<file path="config.mk">
export PLATFORM = sky130hd
export DESIGN_NAME = mie_core
export DESIGN_NICKNAME = d
export VERILOG_FILES = /design/src/mie_alu.v /design/src/mie_core.v
export VERILOG_INCLUDE_DIRS = /design/src /design/src/src
export SDC_FILE = /design/constraint.sdc
export NUM_CORES = 1
export LEC_CHECK = 0
export BUFFER_PORTS_ARGS = -buffer_cell sky130_fd_sc_hd__buf_4
export CAP_MARGIN = 0
export CORE_AREA = 2 2 143 145
export DETAILED_ROUTE_END_ITERATION = 10
export DIE_AREA = 0 0 145 147
export PLACE_DENSITY = 0.76
export SYNTH_ARGS = -nofsm -noshare
export SYNTH_HDL_FRONTEND = slang
export SYNTH_SLANG_ARGS = --single-unit
</file>
<file path="constraint.sdc">
create_clock -name clk -period 4.28 [get_ports clk]
set_clock_uncertainty 0.05 [all_clocks]
set_input_delay 0.214 -clock clk [delete_from_list [all_inputs] [get_ports clk]]
set_output_delay 0.214 -clock clk [all_outputs]
set_load 0.01 [all_outputs]
</file>
<file path="src/mie_consts.vh">
// Constants for the instruction execution core: opcodes, timing, reset values.
// Assumes inclusion by the core, its ALU and the testbench; holds definitions only.
// Behaviour
// - Most instructions one cycle, branches take two
// - Instruction cycle spans four system clocks
// - Jump, call, returns, table read add cycle
// - Writing program_counter_low jumps, adds one cycle
// - Taken skip costs one extra cycle
// - Add carries above 255, subtract borrows below 0
// - Increment and decrement change value by one
// - Logic results of zero set zero flag
// - Logic operands pass through the accumulator
// - Rotates move operand exactly one bit
// - Rotate through carry puts outgoing bit in carry
// - Transfers: register, accumulator, immediate forms
// - Call saves return, return resumes after call
// - Conditional skip tests byte or single bit
// - Bit set and clear touch one bit
// - Table read fetches constant program-memory data
// - Power-down instruction halts; watchdog clear separate
`ifndef MIE_CONSTS_VH
`define MIE_CONSTS_VH

// Timing
`define MIE_CLKS_PER_ICYCLE 4
`define MIE_PH0             4'h1
`define MIE_PH1             4'h2
`define MIE_PH2             4'h4
`define MIE_PH3             4'h8

// Instruction word fields
`define MIE_OP_HI   15
`define MIE_OP_LO   11
`define MIE_DEST    8
`define MIE_BIT_HI  10
`define MIE_BIT_LO  8

// Opcodes
`define MIE_OP_NOP    5'h00
`define MIE_OP_MOVAM  5'h01
`define MIE_OP_MOVMA  5'h02
`define MIE_OP_MOVAI  5'h03
`define MIE_OP_ADD    5'h04
`define MIE_OP_ADDI   5'h05
`define MIE_OP_SUB    5'h06
`define MIE_OP_SUBI   5'h07
`define MIE_OP_AND    5'h08
`define MIE_OP_OR     5'h09
`define MIE_OP_XOR    5'h0a
`define MIE_OP_CPL    5'h0b
`define MIE_OP_INC    5'h0c
`define MIE_OP_DEC    5'h0d
`define MIE_OP_RR     5'h0e
`define MIE_OP_RL     5'h0f
`define MIE_OP_RRC    5'h10
`define MIE_OP_RLC    5'h11
`define MIE_OP_JMP    5'h12
`define MIE_OP_CALL   5'h13
`define MIE_OP_RET    5'h14
`define MIE_OP_INTERRUPT_EXIT_OP   5'h15
`define MIE_OP_SZ     5'h16
`define MIE_OP_SBIT   5'h17
`define MIE_OP_BSET   5'h18
`define MIE_OP_BCLR   5'h19
`define MIE_OP_TABRD  5'h1a
`define MIE_OP_HALT   5'h1b
`define MIE_OP_CLRWDT 5'h1c

// Data address that aliases the low program counter byte
`define MIE_PCL_ADDR  8'h02
// Upper program address bits of the constant table
`define MIE_TAB_PAGE  3'h7

// Reset values
`define MIE_RST_PC    11'h000
`define MIE_RST_BYTE  8'h00
`define MIE_RST_WORD  16'h0000

`endif

</file>
<file path="src/mie_alu.v">
// Combinational datapath of the core: arithmetic, logic, rotate, bit ops.
// Assumes operands are stable during the execute phase.
`timescale 1ns/1ps
`include "mie_consts.vh"

module mie_alu (
  input  wire [4:0] op,        // Opcode
  input  wire [7:0] acc,       // Accumulator
  input  wire [7:0] opnd,      // Data memory operand
  input  wire [7:0] imm,       // Immediate byte
  input  wire [2:0] bitSel,    // Bit index
  input  wire       carryIn,   // Carry flag
  output reg  [7:0] result,    // Result byte
  output reg        carryOut,  // New carry
  output reg        carryUpd,  // Carry is written
  output reg        zeroUpd    // Zero flag is written
);

  reg [8:0] wide;

  function [7:0] bitMask;
    input [2:0] idx;
    begin
      bitMask = 8'h01 << idx;
    end
  endfunction

  always @* begin
    wide     = 9'h000;
    result   = opnd;
    carryOut = carryIn;
    carryUpd = 1'b0;
    zeroUpd  = 1'b0;
    case (op)
      `MIE_OP_MOVAM: result = opnd;
      `MIE_OP_MOVMA: result = acc;
      `MIE_OP_MOVAI: result = imm;
      `MIE_OP_ADD, `MIE_OP_ADDI: begin
        wide     = {1'b0, acc} + {1'b0, (op == `MIE_OP_ADD) ? opnd : imm};
        result   = wide[7:0];
        carryOut = wide[8];
        carryUpd = 1'b1;
        zeroUpd  = 1'b1;
      end
      `MIE_OP_SUB, `MIE_OP_SUBI: begin
        wide     = {1'b0, acc} - {1'b0, (op == `MIE_OP_SUB) ? opnd : imm};
        result   = wide[7:0];
        carryOut = wide[8];
        carryUpd = 1'b1;
        zeroUpd  = 1'b1;
      end
      `MIE_OP_AND: begin
        result  = acc & opnd;
        zeroUpd = 1'b1;
      end
      `MIE_OP_OR: begin
        result  = acc | opnd;
        zeroUpd = 1'b1;
      end
      `MIE_OP_XOR: begin
        result  = acc ^ opnd;
        zeroUpd = 1'b1;
      end
      `MIE_OP_CPL: begin
        result  = ~opnd;
        zeroUpd = 1'b1;
      end
      `MIE_OP_INC: begin
        result  = opnd + 8'h01;
        zeroUpd = 1'b1;
      end
      `MIE_OP_DEC: begin
        result  = opnd - 8'h01;
        zeroUpd = 1'b1;
      end
      `MIE_OP_RR: result = {opnd[0], opnd[7:1]};
      `MIE_OP_RL: result = {opnd[6:0], opnd[7]};
      `MIE_OP_RRC: begin
        result   = {carryIn, opnd[7:1]};
        carryOut = opnd[0];
        carryUpd = 1'b1;
      end
      `MIE_OP_RLC: begin
        result   = {opnd[6:0], carryIn};
        carryOut = opnd[7];
        carryUpd = 1'b1;
      end
      `MIE_OP_BSET: result = opnd | bitMask(bitSel);
      `MIE_OP_BCLR: result = opnd & ~bitMask(bitSel);
      default:      result = opnd;
    endcase
  end

endmodule // mie_alu

</file>
<file path="src/mie_core.v">
// Instruction sequencer of the 8-bit core: fetch, execute, flow control.
// Assumes program and data memories on the same clock with one-clock
// registered read latency.
`timescale 1ns/1ps
`include "mie_consts.vh"

module mie_core #(
  parameter PC_W = 11,   // Program address width
  parameter SP_W = 3     // Stack pointer width, depth 2**SP_W
) (
  input  wire            clk,       // System clock
  input  wire            rst,       // Synchronous reset, active high
  output reg  [PC_W-1:0] pmAddr,    // Program memory address
  input  wire [15:0]     pmRdData,  // Program memory read word
  output reg  [7:0]      dmAddr,    // Data memory address
  input  wire [7:0]      dmRdData,  // Data memory read byte
  output reg  [7:0]      dmWrData,  // Data memory write byte
  output reg             dmWe,      // Data memory write strobe
  input  wire            wake,      // Asynchronous wake-up request
  output reg             halted,    // Core in power-down
  output reg             wdtClear,  // Watchdog clear pulse
  output reg  [7:0]      acc,       // Accumulator
  output reg             carry,     // Carry flag
  output reg             zero,      // Zero flag
  output reg  [PC_W-1:0] pc,        // Program counter
  output reg  [7:0]      tabHigh,   // Upper byte of last table read
  output reg             iCycleEnd  // Pulse at end of each instruction cycle
);

  reg [3:0]      ph;
  reg [15:0]     ir;
  reg            extra;
  reg            tabPend;
  reg [15:0]     tabWord;
  reg [SP_W:0]   sp;
  reg [PC_W-1:0] stack [0:(1<<SP_W)-1];
  reg            wakeS1;
  reg            wakeS2;

  wire [4:0]      op     = ir[`MIE_OP_HI:`MIE_OP_LO];
  wire [7:0]      mAddr  = ir[7:0];
  wire [7:0]      opnd   = (mAddr == `MIE_PCL_ADDR) ? pc[7:0] : dmRdData;
  wire [PC_W-1:0] pcNext = pc + {{(PC_W-1){1'b0}}, 1'b1};
  wire [PC_W-1:0] pcSkip = pc + {{(PC_W-2){1'b0}}, 2'b10};
  wire [SP_W-1:0] spTop  = sp[SP_W-1:0] - {{(SP_W-1){1'b0}}, 1'b1};

  wire [7:0] aluRes;
  wire       aluCy;
  wire       cyUpd;
  wire       zUpd;

  mie_alu u_alu (
    .op       (op),
    .acc      (acc),
    .opnd     (opnd),
    .imm      (ir[7:0]),
    .bitSel   (ir[`MIE_BIT_HI:`MIE_BIT_LO]),
    .carryIn  (carry),
    .result   (aluRes),
    .carryOut (aluCy),
    .carryUpd (cyUpd),
    .zeroUpd  (zUpd)
  );

  // Destination decode
  reg toAcc;
  reg toMem;
  always @* begin
    toAcc = 1'b0;
    toMem = 1'b0;
    case (op)
      `MIE_OP_MOVAM, `MIE_OP_MOVAI, `MIE_OP_ADDI, `MIE_OP_SUBI:
        toAcc = 1'b1;
      `MIE_OP_MOVMA, `MIE_OP_BSET, `MIE_OP_BCLR:
        toMem = 1'b1;
      `MIE_OP_ADD, `MIE_OP_SUB, `MIE_OP_AND, `MIE_OP_OR, `MIE_OP_XOR,
      `MIE_OP_CPL, `MIE_OP_INC, `MIE_OP_DEC, `MIE_OP_RR, `MIE_OP_RL,
      `MIE_OP_RRC, `MIE_OP_RLC: begin
        toMem = ir[`MIE_DEST];
        toAcc = ~ir[`MIE_DEST];
      end
      default: begin
        toAcc = 1'b0;
        toMem = 1'b0;
      end
    endcase
  end

  // skip test on byte or bit
  reg skipTaken;
  always @* begin
    case (op)
      `MIE_OP_SZ:   skipTaken = (opnd == 8'h00);
      `MIE_OP_SBIT: skipTaken = opnd[ir[`MIE_BIT_HI:`MIE_BIT_LO]];
      default:      skipTaken = 1'b0;
    endcase
  end

  wire pclWrite = toMem && (mAddr == `MIE_PCL_ADDR);

  // Wake pin crosses in from outside
  always @(posedge clk) begin
    if (rst) begin
      wakeS1 <= 1'b0;
      wakeS2 <= 1'b0;
    end else begin
      wakeS1 <= wake;
      wakeS2 <= wakeS1;
    end
  end

  always @(posedge clk) begin
    if (rst) begin
      ph        <= `MIE_PH0;
      ir        <= `MIE_RST_WORD;
      extra     <= 1'b0;
      tabPend   <= 1'b0;
      tabWord   <= `MIE_RST_WORD;
      tabHigh   <= `MIE_RST_BYTE;
      sp        <= {(SP_W+1){1'b0}};
      pc        <= `MIE_RST_PC;
      pmAddr    <= `MIE_RST_PC;
      dmAddr    <= `MIE_RST_BYTE;
      dmWrData  <= `MIE_RST_BYTE;
      dmWe      <= 1'b0;
      acc       <= `MIE_RST_BYTE;
      carry     <= 1'b0;
      zero      <= 1'b0;
      halted    <= 1'b0;
      wdtClear  <= 1'b0;
      iCycleEnd <= 1'b0;
    end else begin
      dmWe      <= 1'b0;
      wdtClear  <= 1'b0;
      iCycleEnd <= 1'b0;
      if (halted) begin
        ph <= `MIE_PH0;
        if (wakeS2) begin
          halted <= 1'b0;
        end
      end else begin
        case (ph)
          `MIE_PH0: ph <= `MIE_PH1;
          `MIE_PH1: begin
            ph <= `MIE_PH2;
            if (tabPend) begin
              tabWord <= pmRdData;
            end else if (!extra) begin
              ir     <= pmRdData;
              dmAddr <= pmRdData[7:0];
            end
          end
          `MIE_PH2: ph <= `MIE_PH3;
          `MIE_PH3: begin
            ph        <= `MIE_PH0;
            iCycleEnd <= 1'b1;
            if (tabPend) begin
              tabPend  <= 1'b0;
              extra    <= 1'b0;
              dmWrData <= tabWord[7:0];
              dmWe     <= 1'b1;
              tabHigh  <= tabWord[15:8];
              pmAddr   <= pc;
            end else if (extra) begin
              extra <= 1'b0;
            end else begin
              pc     <= pcNext;
              pmAddr <= pcNext;
              if (toAcc) begin
                acc <= aluRes;
              end
              if (pclWrite) begin
                pc     <= {pc[PC_W-1:8], aluRes};
                pmAddr <= {pc[PC_W-1:8], aluRes};
                extra  <= 1'b1;
              end else if (toMem) begin
                dmWrData <= aluRes;
                dmWe     <= 1'b1;
              end
              if (cyUpd) begin
                carry <= aluCy;
              end
              if (zUpd) begin
                zero <= (aluRes == 8'h00);
              end
              case (op)
                `MIE_OP_JMP: begin
                  pc     <= ir[PC_W-1:0];
                  pmAddr <= ir[PC_W-1:0];
                  extra  <= 1'b1;
                end
                `MIE_OP_CALL: begin
                  stack[sp[SP_W-1:0]] <= pcNext;
                  sp     <= sp + {{SP_W{1'b0}}, 1'b1};
                  pc     <= ir[PC_W-1:0];
                  pmAddr <= ir[PC_W-1:0];
                  extra  <= 1'b1;
                end
                `MIE_OP_RET, `MIE_OP_INTERRUPT_EXIT_OP: begin
                  sp     <= sp - {{SP_W{1'b0}}, 1'b1};
                  pc     <= stack[spTop];
                  pmAddr <= stack[spTop];
                  extra  <= 1'b1;
                end
                `MIE_OP_SZ, `MIE_OP_SBIT: begin
                  if (skipTaken) begin
                    pc     <= pcSkip;
                    pmAddr <= pcSkip;
                    extra  <= 1'b1;
                  end
                end
                `MIE_OP_TABRD: begin
                  tabPend <= 1'b1;
                  pmAddr  <= {`MIE_TAB_PAGE, acc};
                end
                `MIE_OP_HALT: halted <= 1'b1;
                `MIE_OP_CLRWDT: wdtClear <= 1'b1;
                default: ;
              endcase
            end
          end
          default: ph <= `MIE_PH0;
        endcase
      end
    end
  end

endmodule // mie_core
</file>
==> impl_metrics.json <==
{
  "run_status": "finished clean",
  "fin_nets": 1377,
  "max_freq_mhz": 238.7,
  "setup_viol_count_final": 0,
  "drc_errors": 0,
  "grt_antenna_before_repair": 0,
  "worst_r2r_endpoint": "zero",
  "gr-usage-all-layers": 0.3581,
  "final_hold_violation_count": 0,
  "finalWorstSetupSlack_ns": 0.09077,
  "flow.area_growth_from_synthesis_pct": 23.61,
  "async_reset_ff_frac": 0,
  "ant_nets": 0,
  "worstMarginPinSlew_ns": 0.9938,
  "sequential_share_of_the_synthesized_area": 0.4252,
  "hold_start": "pmRdData[2]",
  "wirelength_met1_um": 15510,
  "share_of_post_route_cells_with_drive_strength_above_1": 0.2446,
  "vias": 10393,
  "timing.critical_path.required_ns": 4.59,
  "clockBufferDepth": 2,
  "dpl.cell_count": 1545,
  "ratio_of_routed_vias_to_standard_cells": 6.479,
  "yosysTopAreaCell": "sky130_fd_sc_hd__edfxtp_1",
  "power.ir.vdd_worst_mv": 0.3400,
  "worst_slew_margin_rel": 0.3327,
  "h_tree_levels": 4,
  "grt_pass1_vias": 9877,
  "synth_area_per_cell_um2": 9.237,
  "cts.reportedPaths.clkPinSlew_ns": 0.07,
  "final_period_minus_worst_setup_slack_ns": 4.189,
  "routability_congestion": 1.029,
  "first_iter_violations": 1352,
  "p_sw_mw": 1.240,
  "floorplan.core_area_um2": 19840,
  "placed_cell_area_um2": 12150,
  "filler_cell_count": 1610,
  "worst_r2r_path_depth": 16,
  "multi_input_gate_area_um2": 5861,
  "power_frac_seq": 0.444,
  "synth_top_area_share": 0.2472,
  "firstDrtPassIters": 6,
  "chip_width_um": 145,
  "worst_ep_arrival_time_ns": 4.50,
  "power.density_cell_area_nw_per_um2": 315.4,
  "worst_hold_path.num_cells": 3,
  "postLayoutCellArea_um2": 13210,
  "synth-edff-count": 88,
  "dp_worst_setup_slack_ns": -0.2446,
  "cp-end-kind": "register",
  "crit_type": "reg -> reg",
  "synthesis.instances": 1157,
  "path_max_fanout": 9,
  "root_buffer": "sky130_fd_sc_hd__clkbuf_16",
  "number_of_clock_buffers_inserted_by_tritoncts": 17,
  "setup.worst_path.start_class": "register",
  "detailed_route_wl_um": 38850,
  "average_wire_length_per_cell_after_detail_routing_um": 24.22,
  "yosys_warnings": 0,
  "syn_nets": 1214,
  "instances_no_fill": 1604,
  "clk_latency_ns": 0.44,
  "p_clk_frac": 0.379,
  "pin_count": 87,
  "netlist-cell-type-count": 84,
  "swShare": 0.2976,
  "r2r-start": "dmAddr[2]",
  "route.met3.wl_um": 4373,
  "cell_internal_pwr_mw": 2.927,
  "largest_net_degree_at_the_start_of_global_routing": 90,
  "setup_tns_ns": 0,
  "dieHeight_um": 147,
  "hpwl_um": 27740,
  "synth_seq_cells": 183,
  "buffer_ports.inserted": 86,
  "max_cap_violations": 0,
  "clock-sinks": 183,
  "fp-row-count": 52,
  "comb_power_share": 0.177,
  "design_power_total_mw": 4.166,
  "syn-cell-area_um2": 10690,
  "min_period_over_period": 0.9788,
  "postSynth.topFlopCell": "sky130_fd_sc_hd__dfxtp_1",
  "cts_tree": "yes",
  "start_util": 0.5386,
  "regToRegSetupSlack_ns": 0.09,
  "min_to": "dmAddr[2]",
  "power.static_leakage_nw": 4.823,
  "sequential_cell_area_um2": 4544,
  "hp-class": "in -> reg",
  "synth.area.top_cells": "sky130_fd_sc_hd__edfxtp_1 25%, sky130_fd_sc_hd__dfxtp_1 18%, sky130_fd_sc_hd__nand2_1 6.1%",
  "slew_violations": 0,
  "dr_wl_met2_um": 17610,
  "first_pass_grt_wire_length_um": 58460,
  "globalRouteOverflowTotal": 0,
  "top_layer": "met4",
  "overall_die_area_um2": 21320
}
==> cells in the mapped netlist, types with 9 or more instances <==
cell type / instances
sky130_fd_sc_hd__nor4_1: 12
sky130_fd_sc_hd__buf_1: 9
sky130_fd_sc_hd__dfxtp_1: 95
sky130_fd_sc_hd__nand2_1: 174
sky130_fd_sc_hd__a211oi_1: 21
sky130_fd_sc_hd__a31oi_1: 9
sky130_fd_sc_hd__clkbuf_1: 58
sky130_fd_sc_hd__edfxtp_1: 88
sky130_fd_sc_hd__a311oi_1: 9
sky130_fd_sc_hd__nor2_1: 114
sky130_fd_sc_hd__ha_1: 26
sky130_fd_sc_hd__a21oi_1: 87
sky130_fd_sc_hd__nor3_1: 34
sky130_fd_sc_hd__mux4_2: 25
sky130_fd_sc_hd__nor2b_1: 11
sky130_fd_sc_hd__o21ai_0: 52
sky130_fd_sc_hd__and3_1: 11
sky130_fd_sc_hd__mux2i_1: 19
sky130_fd_sc_hd__inv_1: 35
sky130_fd_sc_hd__nand2b_1: 11
sky130_fd_sc_hd__nand3_1: 21
sky130_fd_sc_hd__o21a_1: 9
sky130_fd_sc_hd__o22ai_1: 17
sky130_fd_sc_hd__or3_1: 16
sky130_fd_sc_hd__a221oi_1: 12
sky130_fd_sc_hd__xnor2_1: 31
==> metrics by stage <==
| stage | util | hold slack [ns] |
|---|---|---|
| after CTS | 0.6535 | 0.001658 |
| after floorplan | - | 0.2922 |
| final | 0.6658 | 0.007590 |
| after detailed placement | 0.6123 | 0.3772 |
| after global routing | 0.6656 | 0.01636 |
| after global placement | 0.6123 | 0.3776 |
==> sequential cells by signal, summed over array words and instances, names as in the netlist, 3 cells and up <==
register	flops
pc	11
tabWord	16
tabHigh	8
sp	3
ir	9
ph	4
acc	8
pmAddr	11
stack	88
dmAddr	7
dmWrData	8
==> cell families (layout without fill, tap and decap cells) <==
kind of cell,after synthesis,after routing,share of synthesized area
compound gates,292,292,0.1832
fa+ha+maj,30,30,0.03793
other cells,0,1,0
simple gates,448,448,0.1945
buf+inv,115,291,0.04624
flops,183,183,0.4252
mux,50,50,0.08101
xor+xnor,39,39,0.03196
==> layout make-up <==
class                           count  share of cell area
Timing Repair Buffer              223              0.1315
Tap cell                          270             0.02557
Sequential cell                   183              0.3440
Antenna cell                        1           0.0001894
Multi-Input combinational cell    859              0.4436
Clock inverter                     15             0.01279
Inverter                           36             0.01023
Clock buffer                       17             0.03220
==> timing repair <==
action	4_1_cts	5_1_grt
hold buffers	16	1
hold endpoints to repair	26	1
gates resized for setup	7	51
endpoints found under the setup margin	15	23
setup buffers	5	4
pin swaps	3	17
gates cloned	0	0
==> power by group through the flow <==
stage / Clock [mW] / Sequential [mW] / Combinational [mW]
floorplan: 0 / 1.89 / 0.366
global placement: 0 / 1.89 / 0.642
detailed placement: 0 / 1.89 / 0.640
CTS: 1.58 / 1.85 / 0.670
global route: 1.64 / 1.85 / 0.774
finish: 1.58 / 1.85 / 0.737
==> worst max-delay path by stage <==
stage          cells past startpoint    end       from  slack, ns
4_1_cts                           19  pc[6]  dmAddr[2]       0.01
3_3_place_gp                      15   zero  dmAddr[6]      -0.16
5_1_grt                           16   zero  dmAddr[2]      -0.02
3_5_place_dp                      17  pc[3]  dmAddr[6]      -0.24
2_1_floorplan                     16   zero  dmAddr[2]       0.11
6_report                          16   zero  dmAddr[2]       0.09
==> placed cells by master, fill, tap and decap left out, drive strengths merged, types with 8 or more instances in the layout <==
cell / Yosys / routed
inv: 35 / 44
and3: 11 / 11
clkbuf: 58 / 17
xor2: 8 / 8
nand3: 21 / 21
a211oi: 21 / 21
dfxtp: 95 / 95
nand2b: 11 / 11
xnor2: 31 / 31
edfxtp: 88 / 88
or3: 16 / 16
a31oi: 9 / 9
o21a: 9 / 9
mux4: 25 / 25
nand2: 175 / 175
mux2i: 23 / 23
a221oi: 13 / 13
o22ai: 17 / 17
nor3: 34 / 34
buf: 21 / 206
nor2: 114 / 114
ha: 26 / 26
a311oi: 9 / 9
o21ai: 54 / 54
a21oi: 91 / 91
nor2b: 11 / 11
dlygate4sd3: 0 / 17
nor4: 12 / 12
==> critical path: stages, from the launching register on <==
cell and delay, ns:
sky130_fd_sc_hd__dfxtp_1 0.32, sky130_fd_sc_hd__or4_4 0.53, sky130_fd_sc_hd__or2_4 0.33, sky130_fd_sc_hd__buf_12 0.17
sky130_fd_sc_hd__a21oi_4 0.21, sky130_fd_sc_hd__nor2_1 0.07, sky130_fd_sc_hd__a21oi_1 0.23, sky130_fd_sc_hd__ha_4 0.21
sky130_fd_sc_hd__nor3b_1 0.06, sky130_fd_sc_hd__a21oi_1 0.13, sky130_fd_sc_hd__nor2_1 0.07, sky130_fd_sc_hd__or3_1 0.35
sky130_fd_sc_hd__or4_1 0.50, sky130_fd_sc_hd__a211oi_2 0.16, sky130_fd_sc_hd__a22o_2 0.19, sky130_fd_sc_hd__or3b_4 0.38
sky130_fd_sc_hd__o31ai_2 0.16
==> routing by layer <==
layer | vias to the layer above | global-route usage
li1 | 4593 | -
met1 | 4927 | 0.4926
met2 | 741 | 0.5614
met3 | 132 | 0.08043
met4 | 0 | 0.1272
met5 | - | 0
No activity file was read; power rests on OpenSTA's default activity.
